===== config.mk =====
export PLATFORM = sky130hd
export DESIGN_NAME = rra_route_dev_flat
export DESIGN_NICKNAME = d
export VERILOG_FILES = /design/src/rtl/rra_pkg.sv /design/src/rtl/rra_link_if.sv /design/src/rtl/rra_route_dev.sv /design/src/flat_wrapper.sv
export VERILOG_INCLUDE_DIRS = /design/src /design/src/rtl
export SDC_FILE = /design/constraint.sdc
export NUM_CORES = 1
export LEC_CHECK = 0
export ABC_AREA = 1
export BUFFER_PORTS_ARGS = -buffer_cell sky130_fd_sc_hd__buf_2
export CORE_MARGIN = 5
export CORE_UTILIZATION = 53
export DETAILED_ROUTE_END_ITERATION = 12
export MAX_ROUTING_LAYER = met4
export PLACE_DENSITY = 0.83
export REMOVE_ABC_BUFFERS = 1
export SLEW_MARGIN = 40
export SYNTH_ARGS = -nofsm -noshare
export SYNTH_HDL_FRONTEND = slang
export SYNTH_SLANG_ARGS = --single-unit

===== constraint.sdc =====
create_clock -name clk -period 2.13 [get_ports clk]
set_input_delay 0.213 -clock clk [delete_from_list [all_inputs] [get_ports clk]]
set_output_delay 0.213 -clock clk [all_outputs]
set_load 0.01 [all_outputs]

===== src/rtl/rra_consts.svh =====
/*
 file: address map bases and limits.
 assumes: included by bare name.
*/
`ifndef RRA_CONSTS_SVH
`define RRA_CONSTS_SVH

`define RRA_ADDR_W         40
`define RRA_HBO_BASE       40'hfd_0000_0000
`define RRA_IACK_BASE      40'hfd_f900_0000
`define RRA_SMGT_BASE      40'hfd_f910_0000
`define RRA_RSVA_BASE      40'hfd_f920_0000
`define RRA_RSVB_BASE      40'hfd_f950_0000
`define RRA_XLAT_BASE      40'hfd_fb00_0000
`define RRA_IO_BASE        40'hfd_fc00_0000
`define RRA_CFG_BASE       40'hfd_fe00_0000
`define RRA_XCFG_BASE      40'hfe_0000_0000
`define RRA_RSVC_BASE      40'hfe_2000_0000
`define RRA_HIMEM_BASE     41'h100_0000_0000
`define RRA_CFG_LOW_BYTES  12'h100
`define RRA_WIN_ALIGN_LSB  6
`define RRA_INTR_HINT      8'hf8

`endif


===== src/rtl/rra_pkg.sv =====
/*
 file: types shared by both ends.
 assumes: consts header on include path.
*/
`include "rra_consts.svh"

package rra_pkg;

    typedef logic [`RRA_ADDR_W-1:0] rra_addr_t;

    typedef enum logic [3:0] {
        RRA_SP_MEM   = 4'h0,
        RRA_SP_INTR  = 4'h1,
        RRA_SP_IACK  = 4'h2,
        RRA_SP_SMGT  = 4'h3,
        RRA_SP_RSV   = 4'h4,
        RRA_SP_XLAT  = 4'h5,
        RRA_SP_IO    = 4'h6,
        RRA_SP_CFG   = 4'h7,
        RRA_SP_XCFG  = 4'h8
    } rra_space_t;

    typedef enum logic [2:0] {
        RRA_CMD_READ   = 3'h0,
        RRA_CMD_WR_NP  = 3'h1,
        RRA_CMD_WR_P   = 3'h2,
        RRA_CMD_BCAST  = 3'h3,
        RRA_CMD_FENCE  = 3'h4,
        RRA_CMD_FLUSH  = 3'h5
    } rra_cmd_t;

    typedef enum logic [3:0] {
        RRA_ACT_ACCEPT  = 4'h0,
        RRA_ACT_FORWARD = 4'h1,
        RRA_ACT_ABORT   = 4'h2,
        RRA_ACT_DEVMSG  = 4'h3
    } rra_action_t;

    typedef enum logic [2:0] {
        RRA_ST_IDLE = 3'b001,
        RRA_ST_REQ  = 3'b010,
        RRA_ST_RSP  = 3'b100
    } rra_state_t;

    typedef struct packed {
        rra_addr_t   addr;
        rra_cmd_t    cmd;
        logic [4:0]  tag;
        logic [3:0]  dwords;
        logic        upstream;
        logic        port;
    } rra_req_t;

    function automatic rra_space_t rra_classify(input rra_addr_t a);
        rra_space_t s;
        s = RRA_SP_MEM;
        if (a >= `RRA_HIMEM_BASE)     s = RRA_SP_MEM;
        else if (a >= `RRA_RSVC_BASE) s = RRA_SP_RSV;
        else if (a >= `RRA_XCFG_BASE) s = RRA_SP_XCFG;
        else if (a >= `RRA_CFG_BASE)  s = RRA_SP_CFG;
        else if (a >= `RRA_IO_BASE)   s = RRA_SP_IO;
        else if (a >= `RRA_XLAT_BASE) s = RRA_SP_XLAT;
        else if (a >= `RRA_RSVA_BASE) s = RRA_SP_RSV;
        else if (a >= `RRA_SMGT_BASE) s = RRA_SP_SMGT;
        else if (a >= `RRA_IACK_BASE) s = RRA_SP_IACK;
        else if (a >= `RRA_HBO_BASE)  s = RRA_SP_INTR;
        return s;
    endfunction

endpackage


===== src/rtl/rra_link_if.sv =====
/*
 file: carrier between requester and routing node.
 assumes: one clock.
*/
`timescale 1ns/1ps

interface rra_link_if
    import rra_pkg::*;
(
    input wire logic clk       // core clock
);
    logic       req_valid;
    logic       req_ready;
    rra_req_t   req;
    logic       rsp_valid;
    logic [4:0] rsp_tag;
    logic       rsp_port;
    logic       rsp_upstream;
    logic       rsp_abort;

    modport dev (
        input  req_valid, req,
        output req_ready, rsp_valid, rsp_tag, rsp_port, rsp_upstream, rsp_abort
    );
    modport req_end (
        output req_valid, req,
        input  req_ready, rsp_valid, rsp_tag, rsp_port, rsp_upstream, rsp_abort
    );
endinterface


===== src/rtl/rra_route_dev.sv =====
/*
 file: routing node: space decode, way choice, action, responses.
 assumes: requester keeps per-space write rules.
*/
// Overview of operation
// - default way from config flags
// - fence, flush, top region host-bound
// - host-bound-only always goes default way
// - reverse range hit goes reverse way
// - single-link node uses its only link
// - response leaves on the arrival link
// - response direction opposite to request travel
// - peer response keeps requester tag
// - one routing style shares same tags
// - mixed styles: separate tags
// - base above limit disables the range
// - spaces found by upper address bits
// - interrupt, ack, management forwarded
// - cfg/io writes nonposted, one dword
// - oversized claimed cfg/io access aborted; unclaimed forwarded
// - intr/management writes posted
// - no writes or upstream to ack
// - extended cfg: register or message
// - low 256 config bytes reachable both ways
// - claimed windows aligned on 64 bytes
// - reserved never accepted; forwarded, or aborted at end of chain
// - no upstream access to reserved space
// - interrupts preferably at bits F8h
`timescale 1ns/1ps

module rra_route_dev
    import rra_pkg::*;
#(
    parameter int NRANGE = 2,
    parameter bit SINGLE_LINK = 1'b0
)(
    input  wire logic                   clk,              // core clock
    input  wire logic                   resetn,           // sync reset, low
    rra_link_if.dev                     lnk,              // link
    input  wire logic                   master_side_flag, // master side
    input  wire logic                   preferred_way_flag, // preferred way select
    input  wire logic [NRANGE-1:0]      peer_path_enable, // per-range enable
    input  wire logic [NRANGE-1:0]      range_reverse_flag, // per-range reverse
    input  wire rra_addr_t [NRANGE-1:0] range_base,       // range base
    input  wire rra_addr_t [NRANGE-1:0] range_limit,      // range limit
    input  wire rra_addr_t              win_base,         // claimed window base
    input  wire rra_addr_t              win_limit,        // claimed window limit
    input  wire logic                   is_tunnel,        // node forwards traffic
    output logic                        out_valid,        // routed request pulse
    output rra_addr_t                   out_addr,         // routed address
    output logic                        out_way,          // way link taken: default or reverse way value
    output logic                        out_peer,         // direct peer routed
    output logic                        host_bound_only_class, // classified hbo
    output rra_space_t                  out_space,        // decoded space
    output rra_action_t                 out_action,       // action
    output logic [11:0]                 cfg_offset        // config offset
);

    typedef struct packed {
        rra_state_t  st;
        logic        ov;
        rra_addr_t   addr;
        logic        way;
        logic        peer;
        logic        hbo;
        rra_space_t  sp;
        rra_action_t act;
        logic [11:0] cfgo;
        logic        rv;
        logic [4:0]  rtag;
        logic        rport;
        logic        rup;
        logic        rab;
        logic        npk;
    } rra_dev_state_t;

    rra_dev_state_t s_reg, s_next;
    logic           default_request_way;
    logic           reverse_request_way;
    logic [NRANGE-1:0] hit;
    logic           any_rev_hit;
    logic           claim;
    rra_space_t     sp;
    logic           hbo;
    logic           np;

    assign default_request_way = master_side_flag ^ preferred_way_flag;
    assign reverse_request_way = ~default_request_way;

    genvar g;
    generate
        for (g = 0; g < NRANGE; g++) begin : g_rng
            // base above limit: range disabled
            assign hit[g] = peer_path_enable[g] && range_reverse_flag[g]
                         && (range_base[g] <= range_limit[g])
                         && (lnk.req.addr >= range_base[g])
                         && (lnk.req.addr <= range_limit[g]);
        end
    endgenerate
    assign any_rev_hit = |hit;

    assign sp  = rra_classify(lnk.req.addr);
    assign hbo = (lnk.req.cmd == RRA_CMD_FENCE) || (lnk.req.cmd == RRA_CMD_FLUSH)
              || (lnk.req.addr >= `RRA_HBO_BASE && lnk.req.addr < `RRA_HIMEM_BASE);
    assign np  = (lnk.req.cmd == RRA_CMD_READ) || (lnk.req.cmd == RRA_CMD_WR_NP);
    // windows compared on 64-byte granules
    assign claim = (lnk.req.addr[`RRA_ADDR_W-1:`RRA_WIN_ALIGN_LSB]
                    >= win_base[`RRA_ADDR_W-1:`RRA_WIN_ALIGN_LSB])
                && (lnk.req.addr[`RRA_ADDR_W-1:`RRA_WIN_ALIGN_LSB]
                    <= win_limit[`RRA_ADDR_W-1:`RRA_WIN_ALIGN_LSB]);

    assign lnk.req_ready = s_reg.st[0];

    always_comb begin
        s_next = s_reg;
        s_next.ov = 1'b0;
        s_next.rv = 1'b0;
        case (s_reg.st)
            RRA_ST_IDLE: begin
                if (lnk.req_valid) begin
                    s_next.st   = RRA_ST_REQ;
                    s_next.addr = lnk.req.addr;
                    s_next.sp   = sp;
                    s_next.hbo  = hbo;
                    // kept: the request bus may change once taken
                    s_next.npk  = np;
                    s_next.peer = !hbo && any_rev_hit;
                    if (SINGLE_LINK)
                        s_next.way = default_request_way;
                    else if (hbo)
                        s_next.way = default_request_way;
                    else if (any_rev_hit)
                        s_next.way = reverse_request_way;
                    else
                        s_next.way = default_request_way;
                    s_next.cfgo = {4'h0, lnk.req.addr[7:0]};
                    if (sp == RRA_SP_XCFG)
                        s_next.cfgo = lnk.req.addr[11:0];
                    s_next.act = claim ? RRA_ACT_ACCEPT : RRA_ACT_FORWARD;
                    case (sp)
                        RRA_SP_INTR, RRA_SP_IACK, RRA_SP_SMGT:
                            s_next.act = RRA_ACT_FORWARD;
                        RRA_SP_RSV:
                            s_next.act = RRA_ACT_FORWARD;
                        RRA_SP_CFG, RRA_SP_IO:
                            if (claim && lnk.req.dwords > 4'h1)
                                s_next.act = RRA_ACT_ABORT;
                        RRA_SP_XCFG:
                            if (claim && !np)
                                s_next.act = RRA_ACT_DEVMSG;
                        default: ;
                    endcase
                    // end of chain: reserved space aborts
                    if (!is_tunnel && sp == RRA_SP_RSV)
                        s_next.act = RRA_ACT_ABORT;
                    s_next.rtag  = lnk.req.tag;
                    s_next.rport = lnk.req.port;
                    s_next.rup   = ~lnk.req.upstream;
                    s_next.rab   = 1'b0;
                end
            end
            RRA_ST_REQ: begin
                s_next.ov  = 1'b1;
                s_next.rab = (s_reg.act == RRA_ACT_ABORT);
                s_next.st  = s_reg.npk ? RRA_ST_RSP : RRA_ST_IDLE;
            end
            RRA_ST_RSP: begin
                s_next.rv = 1'b1;
                s_next.st = RRA_ST_IDLE;
            end
            default: s_next.st = RRA_ST_IDLE;
        endcase
    end

    always_ff @(posedge clk) begin
        if (!resetn) begin
            s_reg <= '{st: RRA_ST_IDLE, sp: RRA_SP_MEM, act: RRA_ACT_ACCEPT, default: '0};
        end else begin
            s_reg <= s_next;
        end
    end

    assign out_valid             = s_reg.ov;
    assign out_addr              = s_reg.addr;
    assign out_way               = s_reg.way;
    assign out_peer              = s_reg.peer;
    assign host_bound_only_class = s_reg.hbo;
    assign out_space             = s_reg.sp;
    assign out_action            = s_reg.act;
    assign cfg_offset            = s_reg.cfgo;
    assign lnk.rsp_valid         = s_reg.rv;
    assign lnk.rsp_tag           = s_reg.rtag;
    assign lnk.rsp_port          = s_reg.rport;
    assign lnk.rsp_upstream      = s_reg.rup;
    assign lnk.rsp_abort         = s_reg.rab;

endmodule


===== src/flat_wrapper.sv =====
// flat-port wrapper written by rule: the top's interface ports become plain ports
module rra_route_dev_flat import rra_pkg::*;
#(
    parameter int NRANGE = 2,
    parameter bit SINGLE_LINK = 1'b0
)
  (clk, resetn, master_side_flag, preferred_way_flag, peer_path_enable, range_reverse_flag, range_base, range_limit, win_base, win_limit, is_tunnel, out_valid, out_addr, out_way, out_peer, host_bound_only_class, out_space, out_action, cfg_offset, lnk_req_valid, lnk_req, lnk_req_ready, lnk_rsp_valid, lnk_rsp_tag, lnk_rsp_port, lnk_rsp_upstream, lnk_rsp_abort);
  rra_link_if lnk_i (.clk(clk));
  input  wire logic clk;
  input  wire logic resetn;
  input  wire logic master_side_flag;
  input  wire logic preferred_way_flag;
  input  wire logic [NRANGE-1:0] peer_path_enable;
  input  wire logic [NRANGE-1:0] range_reverse_flag;
  input  wire rra_addr_t [NRANGE-1:0] range_base;
  input  wire rra_addr_t [NRANGE-1:0] range_limit;
  input  wire rra_addr_t win_base;
  input  wire rra_addr_t win_limit;
  input  wire logic is_tunnel;
  output logic out_valid;
  output rra_addr_t out_addr;
  output logic out_way;
  output logic out_peer;
  output logic host_bound_only_class;
  output rra_space_t out_space;
  output rra_action_t out_action;
  output logic [11:0] cfg_offset;
  input wire logic [$bits(lnk_i.req_valid)-1:0] lnk_req_valid;
  input wire logic [$bits(lnk_i.req)-1:0] lnk_req;
  output wire logic [$bits(lnk_i.req_ready)-1:0] lnk_req_ready;
  output wire logic [$bits(lnk_i.rsp_valid)-1:0] lnk_rsp_valid;
  output wire logic [$bits(lnk_i.rsp_tag)-1:0] lnk_rsp_tag;
  output wire logic [$bits(lnk_i.rsp_port)-1:0] lnk_rsp_port;
  output wire logic [$bits(lnk_i.rsp_upstream)-1:0] lnk_rsp_upstream;
  output wire logic [$bits(lnk_i.rsp_abort)-1:0] lnk_rsp_abort;
  assign lnk_i.req_valid = lnk_req_valid;
  assign lnk_i.req = lnk_req;
  assign lnk_req_ready = lnk_i.req_ready;
  assign lnk_rsp_valid = lnk_i.rsp_valid;
  assign lnk_rsp_tag = lnk_i.rsp_tag;
  assign lnk_rsp_port = lnk_i.rsp_port;
  assign lnk_rsp_upstream = lnk_i.rsp_upstream;
  assign lnk_rsp_abort = lnk_i.rsp_abort;
  rra_route_dev #(.NRANGE(NRANGE), .SINGLE_LINK(SINGLE_LINK)) u_core (.clk(clk), .resetn(resetn), .lnk(lnk_i), .master_side_flag(master_side_flag), .preferred_way_flag(preferred_way_flag), .peer_path_enable(peer_path_enable), .range_reverse_flag(range_reverse_flag), .range_base(range_base), .range_limit(range_limit), .win_base(win_base), .win_limit(win_limit), .is_tunnel(is_tunnel), .out_valid(out_valid), .out_addr(out_addr), .out_way(out_way), .out_peer(out_peer), .host_bound_only_class(host_bound_only_class), .out_space(out_space), .out_action(out_action), .cfg_offset(cfg_offset));
endmodule

==> impl_metrics.json, run 1 <==
{
  "min_path_cells": 2,
  "hold_buffers": 0,
  "ys_ff_latch": 67,
  "clkTransAtPathRegs_ns": 0.07,
  "start_util_pct": 53.8,
  "p_total_mw": 5.46,
  "endpoint_kind": "register",
  "reg2reg_from": "u_core.lnk.req_ready",
  "status": "complete, no violations",
  "rrSetupSlack_ns": 0.56,
  "cts-resized-gates": 0,
  "num_vias": 12400,
  "drive_above_1_share_pct": 21.8,
  "die_x_um": 156,
  "synth_edf_count": 0,
  "worstPathMaxFanout": 5,
  "synth.avg_cell_area_um2": 6.39,
  "synth_top_family_by_area": "adder cells",
  "seq_area_frac_synth_pct": 11.9,
  "p_per_area_nw_per_um2": 397,
  "synthMuxAreaShare_pct": 0,
  "holdCritPathClass": "primary input to register",
  "vdd_ir_drop_max_v": 0.000336,
  "global_route.usage.total_pct": 30.7,
  "routed_wl_mm": 37.7,
  "final_nets": 2734,
  "cp.arrival_ns": 2.24,
  "yosys_warnings": 0,
  "cp_slowest_cell": "ha_1",
  "grt_pass1_wl_mm": 58.2,
  "grt_start_max_net_pins": 72,
  "ys_top_cells_by_count": "nand2_1, inv_1, ha_1",
  "cts_max_level": 3,
  "overflow": 0,
  "rr_endpoint": "u_core.out_action[1]",
  "slowest_delay_ns": 0.30,
  "leakage_nw": 8.56,
  "fin_util_pct": 65.4,
  "die-area_um2": 24400,
  "rows": 53,
  "dp_hpwl_mm": 32.8,
  "port_buffers": 361,
  "place_congestion": 0.958,
  "synth_most_common_cell": "nand2_1",
  "clk_latency_ns": 0.35,
  "max_freq_mhz": 503,
  "critPathLaunchType": "primary input",
  "ant_nets": 0,
  "synth-xor-area-share_pct": 0.0775,
  "clk_path_buf_depth": 2,
  "met1_usage_pct": 37.2,
  "ys.flop_type": "dfxtp_1",
  "crit_top_cell": "nand2_1",
  "cp.required_ns": 2.38,
  "finish.instance_area_um2": 13800,
  "netlist_area_um2": 11300,
  "post-route-drc-count": 0,
  "rsz0062_at_grt": "false",
  "cts-root-buf": "clkbuf_16",
  "cts_buffers": 9,
  "use_met2_pct": 50.7,
  "synth_top_area_share_pct": 34.1,
  "area_growth_pct": 21.7,
  "path_cells": "buf_2 > buf_4 > ha_1 > nand2_1 > nor2_1 > nand2_1 > nor2_2 > nand2_1 > nor2_1 > nand2_1 > nand4_1 > nand4_1 > nand2_1 > a21oi_1 > nor2_1 > nor2_1",
  "cts_setup_buffers": 0,
  "largest_reg_flops": 32,
  "fin_crit_sh_pct": 93.4,
  "grt_busiest_layer": "met2",
  "drv_slew": 0,
  "globalRouteMet3Util_pct": 5.05,
  "post-route-worst-setup-slack_ns": 0.141,
  "cap_viol_max_count": 0,
  "first_pass_iters": 6,
  "grt_pass1_vias": 12200,
  "worstHoldEndpoint": "u_core.lnk.rsp_upstream",
  "drt_iter0_markers": 699,
  "antenna_found_initial": 7,
  "worst_r2r_path_depth": 6,
  "min-delay-start": "lnk_req[1]",
  "synth_compound_area_share_pct": 11.4,
  "fillerInstances": 1938,
  "core_area_um2": 21000,
  "clock_skew_ns": 0.00558,
  "synth-async-reset-ratio_pct": 0,
  "clkSinkCount": 67,
  "synthAdderAreaFrac_pct": 34.1,
  "synthCells": 1768,
  "yosys.area_share.simple_pct": 26.2,
  "hold_viol": 0,
  "cts_tree": "yes",
  "synth_area_leaders": "ha_1, nand2_1, dfxtp_1",
  "path_class": "primary input to register",
  "yosys.area.top_type": "ha_1",
  "placed_area_um2": 13400,
  "setup_viol": 0,
  "period_needed_ns": 1.99,
  "wire_per_inst_um": 15.7,
  "die_h_um": 156,
  "viasPerCell": 5.14,
  "ys_types": 34,
  "pre_cts_slack_ns": -0.285,
  "setup_tns_ns": 0,
  "io_pins": 378
}
[layer usage]
layer / part of all wire [%] / routed length [um]
met1: 42 / 15800
met2: 46 / 17300
met3: 8.3 / 3130
met4: 4.0 / 1520
met5: 0 / 0
[worst max-delay path by stage]
stage / startpoint / end / cells past startpoint
after global routing: lnk_req[45] / u_core.out_action[0] / 15
after global placement: lnk_req[44] / u_core.out_way / 14
after detailed placement: lnk_req[44] / u_core.out_way / 14
after floorplan: u_core.lnk.req_ready / u_core.out_action[1] / 5
final: lnk_req[51] / u_core.out_way / 16
after CTS: lnk_req[44] / u_core.out_way / 14
[area by class of cell]
class,count,area [um^2],share of cell area [%]
multi-input cells,1276,8140,59.1
inverters,343,1290,9.36
clock buffers,9,225,1.64
diodes,7,17.5,0.127
clock inverters,7,81.3,0.591
flip-flops and latches,67,1340,9.75
repair buffers,425,2320,16.9
well taps,275,344,2.50
[report_power, final]
part	leakage (nW)	internal, mW	switching, mW	total (mW)
clock	0.153	0.931	0.737	1.67
combinational	7.86	0.997	1.40	2.39
sequential	0.552	1.35	0.0509	1.40
[per-stage QoR]
step,std cells,hold WS [ns]
after detailed placement,2386,0.397
after floorplan,1686,0.302
final,2409,0.0316
after global routing,2409,0.0298
after global placement,2386,0.390
after CTS,2402,0.0233
[critical path, delay by kind of cell]
family          cells  cell delay, ns
compound gates      1            0.10
fa+ha+maj           1            0.30
simple gates       12            1.33
buf+inv             2            0.30
[layout by cell type, fill, tap and decap left out, drive strengths merged]
master | netlist | layout
o32ai | 1 | 1
inv | 341 | 346
clkinv | 2 | 3
o21bai | 5 | 5
a21oi | 144 | 144
a21o | 11 | 11
nor4 | 4 | 4
diode | 0 | 7
nand3b | 2 | 2
xnor2 | 1 | 1
nor4b | 1 | 1
conb | 1 | 2
nand3 | 44 | 44
nor2 | 208 | 208
nand4 | 31 | 31
ha | 308 | 308
dfxtp | 67 | 67
nor3b | 2 | 2
o21ai | 77 | 77
bufinv | 0 | 1
and2 | 5 | 5
nor3 | 14 | 14
nand2 | 408 | 408
and3 | 1 | 1
clkbuf | 18 | 9
buf | 65 | 425
o21a | 7 | 7
[cell families after synthesis]
| family | count (synthesis) |
|---|---|
| XOR/XNOR | 1 |
| AO/OA/AOI/OAI | 245 |
| adder cells (fa/ha/maj) | 308 |
| buffers and inverters | 426 |
| other | 1 |
| AND/OR/NAND/NOR | 720 |
| flip-flops | 67 |
(Power assumes the default switching activity.)
==> run 2, diff against run 1 <==
==> constraint.sdc (replaced) <==
create_clock -name clk -period 2.13 [get_ports clk]
set_input_delay 0.1065 -clock clk [delete_from_list [all_inputs] [get_ports clk]]
set_output_delay 0.1065 -clock clk [all_outputs]
set_load 0.01 [all_outputs]
==> impl_metrics.json, run 2 (synthesis gave the netlist of run 1 again) <==
{
  "clk_path_buf_depth": 2,
  "final_cell_mix": "nand2_1, buf_2, inv_1",
  "grt_pass1_vias": 12000,
  "fin_util_pct": 64.6,
  "cts-resized-gates": 0,
  "path_class": "primary input to register",
  "viasPerCell": 5.16,
  "cts_tree": "yes",
  "critPathLaunchType": "primary input",
  "p_sw_share_pct": 39.1,
  "worstPathMaxFanout": 6,
  "clk_latency_ns": 0.36,
  "cp.required_ns": 2.38,
  "pre_cts_slack_ns": -0.132,
  "intPower_mw": 3.36,
  "port_buffers": 361,
  "place_congestion": 0.991,
  "cts_max_level": 3,
  "die_h_um": 156,
  "leakage_nw": 8.45,
  "seq_power_share_pct": 25.3,
  "timing.hold.ws_ns": -0.00138,
  "power.switching_mw": 2.16,
  "pwr-share-comb_pct": 42.7,
  "violations": "hold timing",
  "clkSinkCount": 67,
  "first_pass_iters": 5,
  "routed_wl_mm": 38.0,
  "max_freq_mhz": 509,
  "placed_area_um2": 13200,
  "post-route-drc-count": 0,
  "start_util_pct": 53.8,
  "path_cells": "buf_2 > buf_4 > ha_1 > nand2_1 > nor2_1 > nand2_1 > nor4_1 > nand3b_1 > nand2_1 > nand4_1 > nand2_1 > a21oi_1 > nor2_1 > nor2_1",
  "finish.instance_area_um2": 13600,
  "cp_slowest_cell": "nor4_1",
  "cap_viol_max_count": 0,
  "global_route.usage.total_pct": 31.0,
  "slew_headroom_pct": 66.1,
  "cts_buffers": 9,
  "cts_setup_buffers": 0,
  "hold_viol": 1,
  "setup_viol": 0,
  "endpoint_kind": "register",
  "rsz0062_at_grt": "false",
  "dp_hpwl_mm": 32.7,
  "post-route-worst-setup-slack_ns": 0.166,
  "vdd_ir_drop_max_v": 0.000363,
  "io_pins": 378,
  "drt_iter0_markers": 699,
  "overflow": 0,
  "num_vias": 12300,
  "worstMarginPinSlew_ns": 0.508,
  "cp.arrival_ns": 2.22,
  "fin_crit_sh_pct": 92.2,
  "final_common_cell": "nand2_1",
  "clkTransAtPathRegs_ns": 0.07,
  "ant_nets": 0,
  "cts-root-buf": "clkbuf_16",
  "grt_pass1_wl_mm": 58.3,
  "period_needed_ns": 1.96,
  "rows": 53,
  "pwr-share-clk_pct": 32.0,
  "clock_skew_ns": 0.0108,
  "p_per_area_nw_per_um2": 406,
  "final_nets": 2711,
  "wire_per_inst_um": 15.9,
  "drv_slew": 0,
  "status": "finished, violations left",
  "slowest_delay_ns": 0.39,
  "largest_reg_flops": 32,
  "holdCritPathClass": "primary input to register",
  "core_area_um2": 21000,
  "area_growth_pct": 20.1,
  "die_x_um": 156,
  "crit_top_cell": "nand2_1",
  "setup_tns_ns": 0,
  "grt_start_max_net_pins": 57,
  "die-area_um2": 24400,
  "drive_above_1_share_pct": 20.8,
  "antenna_found_initial": 8
}
## run 2: cell count changes in the layout (fill, tap and decap cells not counted)
cell | before | now
nor4_1 | 3 | 4
bufinv_16 | 1 | 2
buf_4 | 61 | 39
nor2_2 | 5 | 3
buf_12 | 3 | 1
dlygate4sd3_1 | 0 | 1
diode_2 | 7 | 8
nor2_1 | 200 | 202
nor4_2 | 1 | 0
clkinv_2 | 1 | 0
## run 2: per-stage QoR
step	total power [mW]	cells
after floorplan	2.74	1686
after global placement	3.67	2362
after detailed placement	3.75	2362
after CTS	5.52	2379
after global routing	5.94	2387
final	5.52	2387
## run 2: per-layer routing
layer / global-route usage [%] / wire [um] / vias up
met5: - / 0 / -
met4: 13.3 / 1490 / 0
met3: 4.63 / 2870 / 102
met2: 51.0 / 17600 / 461
met1: 37.8 / 16100 / 5482
li1: - / - / 6283
## run 2: worst paths after layout
path / from / end / slack, ns / cells after the start
hold reg to reg: u_core.s_reg[75] / u_core.lnk.rsp_valid / 0.44 / 1
setup reg to reg: u_core.s_reg[75] / u_core.out_action[1] / 0.63 / 8
hold / removal: lnk_req[10] / u_core.lnk.rsp_tag[4] / -0.001 / 3
setup / recovery: lnk_req[43] / u_core.out_way / 0.17 / 14
## run 2: timing repair
action                                  in CTS  in global routing
hold buffers                                 1                  0
endpoints found under the setup margin       0                  0
endpoints found under the hold margin        1                  0
## run 2: power by group through the flow
stage | sequential, mW | clock, mW | combinational, mW
3_3_place_gp | 1.42 | 0 | 2.25
2_1_floorplan | 1.47 | 0 | 1.27
5_1_grt | 1.41 | 1.84 | 2.69
3_5_place_dp | 1.42 | 0 | 2.32
6_report | 1.40 | 1.77 | 2.35
4_1_cts | 1.40 | 1.78 | 2.34
## run 2: final cells by class
type | instances | area [um^2]
inverter | 343 | 1290
antenna | 8 | 20.0
fill | 1991 | 7440
timing repair buffer | 402 | 2130
clock buffer | 9 | 225
sequential | 67 | 1340
clock inverter | 7 | 106
tap | 275 | 344
multi-input combinational | 1276 | 8130
## run 2: worst max-delay path: cells and delay by family
family	cells	cell delay (ns)
AOI/OAI and AO/OA	1	0.10
adders and majority gates	1	0.29
buffers and inverters	2	0.28
and+or+nand+nor	10	1.44
